===== config.mk =====
export PLATFORM = sky130hd
export DESIGN_NAME = pointer_channel_framer
export DESIGN_NICKNAME = d
export VERILOG_FILES = /design/src/logic/pointer_channel_framer.v /design/src/logic/word_to_bytes.v
export VERILOG_INCLUDE_DIRS = /design/src /design/src/logic
export SDC_FILE = /design/constraint.sdc
export NUM_CORES = 1
export LEC_CHECK = 0
export BUFFER_PORTS_ARGS = -buffer_cell sky130_fd_sc_hd__buf_2
export CAP_MARGIN = 20
export CORE_UTILIZATION = 45
export DETAILED_ROUTE_END_ITERATION = 6
export PLACE_DENSITY_LB_ADDON = 0.08
export SLEW_MARGIN = 10
export SYNTH_ARGS = -nofsm -noshare
export SYNTH_HDL_FRONTEND = slang
export SYNTH_SLANG_ARGS = --single-unit

===== constraint.sdc =====
create_clock -name clock -period 9.21 [get_ports clock]
set_input_delay 0 -clock clock [delete_from_list [all_inputs] [get_ports clock]]
set_output_delay 0 -clock clock [all_outputs]
set_load 0.05 [all_outputs]

===== src/logic/ptr_chan_defines.vh =====
// Offsets, field positions, reset values and frame constants
`ifndef PTR_CHAN_DEFINES_VH
`define PTR_CHAN_DEFINES_VH

// APB register byte offsets
`define OFS_CTRL      8'h00
`define OFS_RESOL     8'h04
`define OFS_ICONSTORE 8'h08
`define OFS_VCID      8'h0C
`define OFS_HOSTCAP   8'h10
`define OFS_TIMETAG   8'h14
`define OFS_SEQ       8'h18
`define OFS_STATUS    8'h1C

// Control register fields
`define CTRL_LOCAL_DRAW  0
`define CTRL_BOTH_CURS   1
`define CTRL_PARAM_GO    2
`define CTRL_KEY_EN      3

// Host capability register fields
`define HCAP_HIDE_ARROW  0
`define HCAP_BOTH_CURS   1

// Reset values
`define RST_CTRL      4'h0
`define RST_RESOL     32'h00000000
`define RST_ICONSTORE 32'h00000000
`define RST_VCID      24'h000000

// Parameter type and length codes
`define PT_LOCAL_CURSOR 16'h0003
`define PT_HOST_CURSOR  16'h0004
`define PT_RESOLUTION   16'h0005
`define PT_ICON_STORE   16'h0006
`define PT_LENGTH       16'h0004

// Key message header bytes
`define KM_BYTE0     8'h00
`define KM_CLASS     8'h0C
`define KM_COMMAND   8'h01
`define KM_LENGTH    16'h0020

// Cursor operation encodings
`define MODE_HOST_ONLY  2'h0
`define MODE_LOCAL_ONLY 2'h1
`define MODE_DUAL       2'h2

`endif


===== src/logic/pointer_channel_framer.v =====
// Pointer channel parameter and key message framer with APB registers
//
// Overview of operation
// Local cursor parameter opens type 0003, length 0004
// local_draw_capable field reports local drawing ability
// client_permits_both_cursors field reports dual permission
// Host cursor parameter has type 0004, length 0004
// Host reports hide_host_arrow ability
// Host reports host_permits_both_cursors
// Resolution parameter: type 0005, steps per inch
// Icon store parameter 0006, only with local drawing
// icon_store_bytes gives cache bytes, zero if none
// One key message per press and per release; code merges edges of a key that occur before its message starts
// Header: 00, channel id, 0C, 01, 0020
// Word 2 time tag; word 3 sequence numbers
// key_index 1 left, 2 right, 3 middle
// key_pressed 1 on press, 0 on release
// Words 4-7: index, pressed, x, y
// Local drawing plus hidden host arrow: local only
// Else dual if both permit, else host only; code also requires local drawing for dual
// Zero icon store makes host use cache 0
// Fields sent most significant byte first
//
// Local design decisions: the register offsets and the APB interface to the registers.
`timescale 1ns/1ps
`include "ptr_chan_defines.vh"
module pointer_channel_framer #(
  parameter KEYS  = 3,  // Number of pointer keys
  parameter POS_W = 32  // Coordinate width
) (
  input  wire             clock,       // System clock, 25 MHz
  input  wire             reset,       // Async reset, active high
  input  wire             psel,        // APB select
  input  wire             penable,     // APB enable
  input  wire             pwrite,      // APB write
  input  wire [7:0]       paddr,       // APB byte address
  input  wire [31:0]      pwdata,      // APB write data
  output reg  [31:0]      prdata,      // APB read data
  output wire             pready,      // APB ready
  output reg              pslverr,     // APB error, unmapped address
  input  wire [KEYS-1:0]  keyLevel,    // Key levels, 1 = held down
  input  wire [POS_W-1:0] xPosition,   // Current x position
  input  wire [POS_W-1:0] yPosition,   // Current y position
  output wire [7:0]       txData,      // Byte stream toward host
  output wire             txValid,     // Byte valid
  output wire             txLast,      // Last byte of frame
  input  wire             txReady,     // Link accepts byte
  output reg  [1:0]       cursorMode   // Negotiated cursor operation
);

  localparam ST_IDLE  = 2'h0;
  localparam ST_PARAM = 2'h1;
  localparam ST_MSG   = 2'h2;

  ////////////////////////////////////////////////////////////////////////
  // Registers

  reg [3:0]       ctrl_r;
  reg [31:0]      resol_r;
  reg [31:0]      iconStore_r;
  reg [23:0]      vcId_r;
  reg [1:0]       hostCap_r;
  reg [31:0]      timeTag_r;
  reg [15:0]      txSeq_r;
  reg [15:0]      rxSeq_r;
  reg             paramReq_r;
  reg [1:0]       state_r;
  reg [2:0]       wordIdx_r;
  reg [KEYS-1:0]  keyPrev_r;
  reg [KEYS-1:0]  pend_r;
  reg [KEYS-1:0]  pendLvl_r;
  reg [31:0]      keyIdx_r;
  reg             keyDown_r;
  reg [POS_W-1:0] xCap_r;
  reg [POS_W-1:0] yCap_r;
  reg [1:0]       capSnap_r;

  wire localDraw = ctrl_r[`CTRL_LOCAL_DRAW];
  wire bothOk    = ctrl_r[`CTRL_BOTH_CURS];
  wire keyEn     = ctrl_r[`CTRL_KEY_EN];

  wire setupPh = psel & ~penable;
  wire wrAcc   = psel & penable & pwrite;
  wire goWrite = wrAcc & (paddr == `OFS_CTRL) & pwdata[`CTRL_PARAM_GO];

  // Zero wait states keep the master simple; reads are staged at setup
  assign pready = 1'b1;

  ////////////////////////////////////////////////////////////////////////
  // Cursor operation from both sides' capabilities

  // Mode follows the registers, so a late host cap write applies on the next clock
  always @(posedge clock or posedge reset) begin
    if (reset) begin
      cursorMode <= `MODE_HOST_ONLY;
    end else if (localDraw & hostCap_r[`HCAP_HIDE_ARROW]) begin
      cursorMode <= `MODE_LOCAL_ONLY;
    end else if (localDraw & bothOk & hostCap_r[`HCAP_BOTH_CURS]) begin
      cursorMode <= `MODE_DUAL;
    end else begin
      cursorMode <= `MODE_HOST_ONLY;
    end
  end

  ////////////////////////////////////////////////////////////////////////
  // Key edge detection, one pending flag per key

  wire [KEYS-1:0] keyEdge = (keyLevel ^ keyPrev_r) & {KEYS{keyEn}};
  reg  [KEYS-1:0] takeOne;
  reg  [31:0]     pickIdx;
  reg             pickLvl;
  reg             found;
  integer         k;

  // Lowest numbered key wins when several are pending
  always @* begin
    takeOne = {KEYS{1'b0}};
    pickIdx = 32'h00000000;
    pickLvl = 1'b0;
    found   = 1'b0;
    for (k = 0; k < KEYS; k = k + 1) begin
      if (pend_r[k] & ~found) begin
        found      = 1'b1;
        takeOne[k] = 1'b1;
        pickIdx    = k + 1;
        pickLvl    = pendLvl_r[k];
      end
    end
  end

  wire startParam = (state_r == ST_IDLE) & paramReq_r;
  wire startMsg   = (state_r == ST_IDLE) & ~paramReq_r & found;

  genvar g;
  generate
    for (g = 0; g < KEYS; g = g + 1) begin : keyChan
      // A fresh edge outranks the clear of the same flag
      always @(posedge clock or posedge reset) begin
        if (reset) begin
          keyPrev_r[g] <= 1'b0;
          pend_r[g]    <= 1'b0;
          pendLvl_r[g] <= 1'b0;
        end else begin
          keyPrev_r[g] <= keyLevel[g];
          if (keyEdge[g]) begin
            pend_r[g]    <= 1'b1;
            pendLvl_r[g] <= keyLevel[g];
          end else if (startMsg & takeOne[g]) begin
            pend_r[g] <= 1'b0;
          end
        end
      end
    end
  endgenerate

  ////////////////////////////////////////////////////////////////////////
  // Capability snapshot

  // Flags freeze at frame start so a mid-frame write cannot skip the end
  always @(posedge clock or posedge reset) begin
    if (reset) begin
      capSnap_r <= 2'h0;
    end else if (startParam) begin
      capSnap_r <= {bothOk, localDraw};
    end
  end

  ////////////////////////////////////////////////////////////////////////
  // Word sequencing

  reg  [31:0] wordOut;
  wire        wordReady;
  wire [2:0]  paramLast = capSnap_r[0] ? 3'h5 : 3'h3;
  wire        inParam   = (state_r == ST_PARAM);
  wire        wordValid = (state_r != ST_IDLE);
  wire        wordLast  = inParam ? (wordIdx_r == paramLast) :
                                    (wordIdx_r == 3'h7);

  always @* begin
    wordOut = 32'h00000000;
    if (inParam) begin
      case (wordIdx_r)
        3'h0: wordOut = {`PT_LOCAL_CURSOR, `PT_LENGTH};
        3'h1: wordOut = {15'h0000, capSnap_r[0],
                         15'h0000, capSnap_r[1]};
        3'h2: wordOut = {`PT_RESOLUTION, `PT_LENGTH};
        3'h3: wordOut = resol_r;
        3'h4: wordOut = {`PT_ICON_STORE, `PT_LENGTH};
        3'h5: wordOut = iconStore_r;
        default: wordOut = 32'h00000000;
      endcase
    end else begin
      case (wordIdx_r)
        3'h0: wordOut = {`KM_BYTE0, vcId_r};
        3'h1: wordOut = {`KM_CLASS, `KM_COMMAND, `KM_LENGTH};
        3'h2: wordOut = timeTag_r;
        3'h3: wordOut = {txSeq_r, rxSeq_r};
        3'h4: wordOut = keyIdx_r;
        3'h5: wordOut = {31'h00000000, keyDown_r};
        3'h6: wordOut = xCap_r;
        3'h7: wordOut = yCap_r;
        default: wordOut = 32'h00000000;
      endcase
    end
  end

  always @(posedge clock or posedge reset) begin
    if (reset) begin
      state_r   <= ST_IDLE;
      wordIdx_r <= 3'h0;
      keyIdx_r  <= 32'h00000000;
      keyDown_r <= 1'b0;
      xCap_r    <= {POS_W{1'b0}};
      yCap_r    <= {POS_W{1'b0}};
    end else begin
      case (state_r)
        ST_IDLE: begin
          wordIdx_r <= 3'h0;
          if (startParam) begin
            state_r <= ST_PARAM;
          end else if (startMsg) begin
            // Position is taken when the message starts, not at the edge
            state_r   <= ST_MSG;
            keyIdx_r  <= pickIdx;
            keyDown_r <= pickLvl;
            xCap_r    <= xPosition;
            yCap_r    <= yPosition;
          end
        end
        ST_PARAM, ST_MSG: begin
          if (wordReady) begin
            wordIdx_r <= wordIdx_r + 3'h1;
            if (wordLast) begin
              state_r <= ST_IDLE;
            end
          end
        end
        default: state_r <= ST_IDLE;
      endcase
    end
  end

  word_to_bytes serializer (
    .clock     (clock),
    .reset     (reset),
    .wordIn    (wordOut),
    .wordValid (wordValid),
    .wordLast  (wordLast),
    .wordReady (wordReady),
    .byteOut   (txData),
    .byteValid (txValid),
    .byteLast  (txLast),
    .byteReady (txReady)
  );

  ////////////////////////////////////////////////////////////////////////
  // APB writes

  wire msgDone = (state_r == ST_MSG) & wordReady & wordLast;

  always @(posedge clock or posedge reset) begin
    if (reset) begin
      ctrl_r      <= `RST_CTRL;
      resol_r     <= `RST_RESOL;
      iconStore_r <= `RST_ICONSTORE;
      vcId_r      <= `RST_VCID;
      hostCap_r   <= 2'h0;
      timeTag_r   <= 32'h00000000;
      txSeq_r     <= 16'h0000;
      rxSeq_r     <= 16'h0000;
      paramReq_r  <= 1'b0;
    end else begin
      // Software request outranks the clear on the start cycle
      if (goWrite) begin
        paramReq_r <= 1'b1;
      end else if (startParam) begin
        paramReq_r <= 1'b0;
      end
      if (wrAcc & (paddr == `OFS_SEQ)) begin
        txSeq_r <= pwdata[31:16];
        rxSeq_r <= pwdata[15:0];
      end else if (msgDone) begin
        txSeq_r <= txSeq_r + 16'h0001;
      end
      // Unmapped writes fall to the default and are ignored
      if (wrAcc) begin
        case (paddr)
          // Go bit is a strobe and never stored, so it reads back as 0
          `OFS_CTRL: begin
            ctrl_r[`CTRL_LOCAL_DRAW] <= pwdata[`CTRL_LOCAL_DRAW];
            ctrl_r[`CTRL_BOTH_CURS]  <= pwdata[`CTRL_BOTH_CURS];
            ctrl_r[`CTRL_KEY_EN]     <= pwdata[`CTRL_KEY_EN];
          end
          `OFS_RESOL:     resol_r     <= pwdata;
          `OFS_ICONSTORE: iconStore_r <= pwdata;
          `OFS_VCID:      vcId_r      <= pwdata[23:0];
          `OFS_HOSTCAP:   hostCap_r   <= pwdata[1:0];
          `OFS_TIMETAG:   timeTag_r   <= pwdata;
          default: ;
        endcase
      end
    end
  end

  ////////////////////////////////////////////////////////////////////////
  // APB reads, staged in the setup cycle

  reg [31:0] rdMux;
  reg        badAddr;
  // Padding avoids a zero width replication when all eight keys exist
  wire [KEYS+7:0] pendPad = {8'h00, pend_r};

  always @* begin
    rdMux   = 32'h00000000;
    badAddr = 1'b0;
    case (paddr)
      `OFS_CTRL:      rdMux = {28'h0000000, ctrl_r[3], 1'b0, ctrl_r[1:0]};
      `OFS_RESOL:     rdMux = resol_r;
      `OFS_ICONSTORE: rdMux = iconStore_r;
      `OFS_VCID:      rdMux = {8'h00, vcId_r};
      `OFS_HOSTCAP:   rdMux = {30'h00000000, hostCap_r};
      `OFS_TIMETAG:   rdMux = timeTag_r;
      `OFS_SEQ:       rdMux = {txSeq_r, rxSeq_r};
      `OFS_STATUS: begin
        rdMux[1:0]  = cursorMode;
        rdMux[2]    = (state_r != ST_IDLE);
        rdMux[3]    = paramReq_r;
        rdMux[15:8] = pendPad[7:0];
      end
      default: badAddr = 1'b1;
    endcase
  end

  always @(posedge clock or posedge reset) begin
    if (reset) begin
      prdata  <= 32'h00000000;
      pslverr <= 1'b0;
    end else if (setupPh) begin
      prdata  <= pwrite ? 32'h00000000 : rdMux;
      pslverr <= badAddr;
    end
  end

endmodule // pointer_channel_framer


===== src/logic/word_to_bytes.v =====
// Splits 32-bit words into a byte stream, most significant byte first
`timescale 1ns/1ps
module word_to_bytes (
  input  wire        clock,     // System clock
  input  wire        reset,     // Async reset, active high
  input  wire [31:0] wordIn,    // Word to send
  input  wire        wordValid, // Word offered
  input  wire        wordLast,  // Word ends the frame
  output wire        wordReady, // Word accepted this cycle
  output wire [7:0]  byteOut,   // Byte to link
  output wire        byteValid, // Byte valid
  output wire        byteLast,  // Last byte of frame
  input  wire        byteReady  // Link takes byte
);

  reg [31:0] shift_r;
  reg [1:0]  cnt_r;
  reg        busy_r;
  reg        last_r;

  wire lastByte = (cnt_r == 2'h3);
  wire take     = busy_r & byteReady;

  // Next word may load in the cycle the fourth byte leaves
  assign wordReady = ~busy_r | (take & lastByte);
  assign byteOut   = shift_r[31:24];
  assign byteValid = busy_r;
  assign byteLast  = busy_r & last_r & lastByte;

  always @(posedge clock or posedge reset) begin
    if (reset) begin
      shift_r <= 32'h00000000;
      cnt_r   <= 2'h0;
      busy_r  <= 1'b0;
      last_r  <= 1'b0;
    end else if (wordValid & wordReady) begin
      shift_r <= wordIn;
      cnt_r   <= 2'h0;
      busy_r  <= 1'b1;
      last_r  <= wordLast;
    end else if (take) begin
      shift_r <= {shift_r[23:0], 8'h00};
      cnt_r   <= cnt_r + 2'h1;
      if (lastByte) begin
        busy_r <= 1'b0;
      end
    end
  end

endmodule // word_to_bytes


======== Word level (Yosys, flattened, before mapping) ========
Cells that the tools add are included.
storage, ports and cells
  output and inout bits ................... 46
  input bits .............................. 113
  logic and storage cells ................. 162
  register bits after elaboration ......... 342
cells by class
  equality and inequality tests ........... 21
  bitwise logic cells ..................... 33
  reduce and logical (&&, ||, !) cells .... 24
  add/sub/neg operators ................... 3
  multiplexer cells ....................... 48
operators with widths
  kind                   count
  $pmux 32 s8            1
  $mux 32                6
  $pmux 32 s6            1
  $pmux 16 s5            1
  $pmux 8 s6             1
  $eq 8x5->1 const B     4
  $mux 16                2
  $pmux 4 s8             1
  $and 1x1->1            24
  $mux 1                 22
  $pmux 4 s5             1
  $reduce_bool 2->1      9
  $add 16x1->16 const B  1
  $eq 8x4->1 const B     2
  $mux 2                 8
  $reduce_and 2->1       8
  $eq 3x3->1 const B     4
  $eq 8x3->1 const B     1
  $logic_not 8->1        1
  $reduce_or 8->1        1
  $eq 3x2->1 const B     2
  $mux 3                 2
  $not 1->1              6
  $pmux 3 s2             1
  other kinds (16)       19

======== Depth between registers and ports, before layout ========
  depth after elaboration ................. 11
  depth in mapped cells ................... 12
  mapped depth without buffers ............ 7

======== Modules after synthesis ========
Synthesis repeated with hierarchy kept, for this count alone.
second synthesis, totals
  cells, all modules ...................... 1313
  area, all modules ....................... 15337.2 um^2
by module, submodules not included
  module                  area an instance (um^2)  instances  sequential area each (um^2)  cells an instance
  pointer_channel_framer  13605.5                  1          6906.6                       1145
  word_to_bytes           1731.7                   1          900.9                        168

======== Worst setup path before layout ========
OpenSTA, ideal clock, no wires.
  path kind ............................... reg-to-reg
  start ................................... reg wordIdx_r[2]
  end ..................................... reg serializer.shift_r[8]
  arrival ................................. 2.566 ns
  required time ........................... 9.074 ns
  clock period less this slack ............ 2.702 ns
  buffers on the path ..................... 6
  slack ................................... 6.508 ns
  library setup time ...................... 0.136 ns
  cell stages (with the launch flop) ...... 13
  cells stage by stage .................... dfrtp_1 > buf_2 > buf_2 > buf_2 > inv_1 > ha_1 > buf_2 > clkbuf_1 > clkbuf_1 > a222oi_1 > a21oi_1 > o21ai_0 > o21ai_0
between the ends
  cells in the longest elaborated chain, start to end .. 4
  elaborated cells between the ends (all ways) .. 12
  classes of those cells .................. eq/ne (7); mux (4); reduce/logical (1)
RTL lines
  what                                               line                                                        source
  start, declared                                    pointer_channel_framer.v:68                                 reg [2:0] wordIdx_r;
  start signal, assigned                             pointer_channel_framer.v:232                                wordIdx_r <= wordIdx_r + 3'h1;
  $eq 3x3->1 (tied with other cells)                 pointer_channel_framer.v:193                                case (wordIdx_r)
  $pmux 32 s8 / $pmux 32 s6 (equally long branches)  pointer_channel_framer.v:193, pointer_channel_framer.v:182
  $mux 32 (*)                                        pointer_channel_framer.v:181                                if (inParam) begin
  $mux 32 (*)                                        word_to_bytes.v:36                                          end else if (wordValid & wordReady) begin
  end signal, assigned                               word_to_bytes.v:37                                          shift_r <= wordIn;
  end signal, assigned                               word_to_bytes.v:42                                          shift_r <= {shift_r[23:0], 8'h00};
  end, declared                                      word_to_bytes.v:16                                          reg [31:0] shift_r;
Mark *: on every way between the ends. The rest lies on a longest branch, timed or not.
A chain may end at the register's enable or synchronous reset.

======== Final worst setup path ========
  start ................................... reg wordIdx_r[2]
  end ..................................... reg txSeq_r[11]
between the ends
  cells in the longest elaborated chain, start to end .. 4
  elaborated cells between the ends (all ways) .. 5
  classes of those cells .................. eq/ne (2); mux (1); bitwise (1); reduce/logical (1)
RTL lines
  what                                    line                                                        source
  $eq 3x3->1, on equally long branches    pointer_channel_framer.v:177, pointer_channel_framer.v:176
  $mux 1 (*)                              pointer_channel_framer.v:176                                wire wordLast = inParam ? (wordIdx_r == paramLast) :
  $and 1x1->1 (*)                         pointer_channel_framer.v:259                                wire msgDone = (state_r == ST_MSG) & wordReady & wordLast;
  $reduce_bool 2->1 (no source line) (*)  --
  end signal, assigned                    pointer_channel_framer.v:280                                txSeq_r <= pwdata[31:16];
  end signal, assigned                    pointer_channel_framer.v:283                                txSeq_r <= txSeq_r + 16'h0001;
  end, declared                           pointer_channel_framer.v:64                                 reg [15:0] txSeq_r;
Marks and branches as above.

==> impl_metrics.env <==
export IMPL_outcome="finished, violations left"
export IMPL_violations="DRC"
export IMPL_ff_latch_area_sq_mm=0.00781
export IMPL_clock_latency_ns=0.52
export IMPL_drt_iter0_drc=1312
export IMPL_clock_skew_final_ns=0.0125
export IMPL_design_area_sq_mm=0.0186
export IMPL_avgRoutedWirePerCell_microns=25.6
export IMPL_grt_pass1_wl_microns=78200
export IMPL_drv_cap=0
export IMPL_synth_xor_area_share_pct=0.799
export IMPL_die_w_microns=187
export IMPL_grt_usage_pct=29.6
export IMPL_rsz0062_at_grt="no"
export IMPL_fin_cells=1998
export IMPL_antenna_found_initial=0
export IMPL_ys_ff_latch=312
export IMPL_cts_path_max_buffers=3
export IMPL_synth_avg_cell_area_sq_um=11.7
export IMPL_setup_violations=0
export IMPL_finalCritPeriodShare_pct=40.8
export IMPL_hp_class="primary input to flip-flop"
export IMPL_drcViolationCount=1
export IMPL_core_sq_mm=0.0335
export IMPL_yosys_mux_area_fraction_pct=20.2
export IMPL_final_common_cell="dfrtp_1"
export IMPL_synth_top_flop_cell="dfrtp_1"
export IMPL_cts_resized=0
export IMPL_ctsHtreeMaxLevel=2
export IMPL_yosysTopAreaCellShare_pct=50.9
export IMPL_synth_fa_ha_area_share_pct=1.06
export IMPL_place_gp_congestion=0.870
export IMPL_grt_max_degree=105
export IMPL_post_place_ws_ns=5.62
export IMPL_dp_hpwl_microns=33000
export IMPL_maxSlewViolCount=0
export IMPL_vias=12300
export IMPL_nNetsFinal=1654
export IMPL_die_h_microns=187
export IMPL_synth_compound_area_share_pct=15.8
export IMPL_die_area_sq_mm=0.0348
export IMPL_powerDensity_mw_per_mm2=213
export IMPL_cp_max_fo=23
export IMPL_leakagePower_uw=0.00848
export IMPL_grt_overflow_total=0
export IMPL_wirelength_microns=51100
export IMPL_grt_pass1_vias=12400
export IMPL_tns_ns=0
export IMPL_cts_buffers=37
export IMPL_synth_edff_count=0
export IMPL_clk_pin_slew_ns=0.06
export IMPL_fmax_mhz=266
export IMPL_placementRows=67
export IMPL_fill_cells=2921
export IMPL_post_cts_setup_buffers=0
export IMPL_netlist_instances=1307
export IMPL_synth_top_area_cell="dfrtp_1"
export IMPL_async_reset_ff_share_pct=100
export IMPL_hold_viol_final=0
export IMPL_syn_nets=1433
export IMPL_worstPathArrival_ns=4.21
export IMPL_synthTopCellsByArea="dfrtp_1, mux2_2, mux2i_1, nand2_1, o21ai_0"
export IMPL_start_util_pct=45.8
export IMPL_drt_pass1_iter_count=7
export IMPL_tightest_slew_ns=1.21
export IMPL_vias_per_cell=6.14
export IMPL_syn_cell_area_sq_mm=0.0153
export IMPL_dpl_instance_area_sq_mm=0.0164
export IMPL_setup_ws_ns=5.45
export IMPL_startpoint_type="flip-flop"
export IMPL_area_delta_synth_final_pct=21.5
export IMPL_ys_types=68
export IMPL_port_buffers=157
export IMPL_cts_sinks=312
export IMPL_min_period_ns=3.76
export IMPL_worstSetupPathType="flip-flop to flip-flop"
export IMPL_cts_tree="done"
export IMPL_crit_path_end_kind="flip-flop"
export IMPL_synth_top_family_by_area="multiplexers"
export IMPL_cp_required_ns=9.66
export IMPL_cts_hold_fix_buffers=103
export IMPL_max_slew_margin_rel_pct=19.3
export IMPL_ant_nets=0
export IMPL_ys_warn_count=0
export IMPL_p_total_uw=3970
export IMPL_synthSimpleGateAreaFrac_pct=7.60
export IMPL_drive_gt1_share_pct=31.2
export IMPL_yosysSeqAreaShare_pct=50.9
export IMPL_cts_root_buf="clkbuf_16"
export IMPL_io_pins=159
export IMPL_vdd_drop_max_mv=0.127
export IMPL_layout_common_cells="dfrtp_1, mux2_2, buf_2"
export IMPL_n_antenna_cell=0
export IMPL_multiInputGateArea_sq_mm=0.00703
export IMPL_dp_cells=1833
cell usage after synthesis (all sizes together) (3+ instances only):
master   number
xnor2         3
a221o         3
buf          51
a211o         4
o221ai        9
clkbuf       50
ha           13
a31o          5
mux2i        42
a31oi         3
inv          16
a21oi        33
or4           3
nor3         10
nand4         3
o211ai        6
and3          7
mux4          3
a222oi       34
o2bb2ai       7
o31ai         4
a22o         27
nand3        20
a21boi       18
a221oi       27
mux2        232
nor4          3
a22oi        45
or2           3
or3           3
nand2       113
o22ai        21
o21ai        69
xor2         11
nor2b         5
dfrtp       312
and2          9
nand2b        4
o2111ai       3
nor2         52
cell type report:
type / count / area share [%]
clock inverter: 7 / 0.725
timing repair buffer: 283 / 10.7
clock buffer: 54 / 5.63
tap: 448 / 3.01
multi-input combinational: 878 / 37.7
inverter: 16 / 0.363
sequential: 312 / 41.9
flip-flops by register name, indices dropped and copies added, names as in the netlist, 2 cells and up:
register and flops:
capSnap_r 2, iconStore_r 32, timeTag_r 32, vcId_r 24, cursorMode 2, serializer.shift_r 32, txSeq_r 16, resol_r 32
keyIdx_r 2, yCap_r 32, pendPad 3, serializer.cnt_r 2, state_r 2, prdata 32, wordIdx_r 3, keyPrev_r 3
rxSeq_r 16, xCap_r 32, pendLvl_r 3, hostCap_r 2
kinds of logic after synthesis:
| group | Yosys count |
|---|---|
| adders and majority gates | 13 |
| xor gates and xnor gates | 14 |
| and+or+nand+nor | 242 |
| buffers and inverters | 117 |
| AOI/OAI and AO/OA | 331 |
| DFF | 312 |
| other | 1 |
| muxes | 277 |
critical path: stages, from the launching register on:
cell and delay (ns):
dfrtp_2 0.83, buf_4 0.48, ha_1 0.73, nor2b_1 0.28, and3_1 0.54, o21bai_2 0.21, or4_1 0.51, nand3_1 0.09
where the power goes:
| part | internal, uW | switching, uW |
|---|---|---|
| combinational | 309 | 424 |
| sequential | 1590 | 195 |
| clock | 896 | 563 |
layer usage:
metal / track usage, % / wire length [microns] / part of all wire, % / vias up
li1: - / - / - / 5348
met4: 10.2 / 1430 / 2.8 / 0
met3: 4.36 / 3520 / 6.9 / 86
met5: 0 / 0 / 0 / -
met2: 47.0 / 24000 / 47 / 546
met1: 41.5 / 22100 / 43 / 6294
per-stage QoR:
step           util, %  hold slack, ns
4_1_cts           55.6          0.0559
3_3_place_gp      49.0           0.160
2_1_floorplan        -          0.0314
3_5_place_dp      49.0           0.165
6_report          55.6          0.0748
5_1_grt           55.6           0.109
final timing paths:
kind                         startpoint     endpoint  slack, ns  cells past startpoint
max                        wordIdx_r[2]  txSeq_r[11]       5.45                      7
min                            paddr[5]   prdata[16]       0.07                      4
max reg2reg                wordIdx_r[2]  txSeq_r[11]       5.45                      7
min reg2reg                   prdata[5]    prdata[5]       0.47                      2
max in group asynchronous         reset   xCap_r[11]       6.76                      5
min in group asynchronous         reset   xCap_r[25]       0.16                      3
No activity file was read; power rests on OpenSTA's default activity.
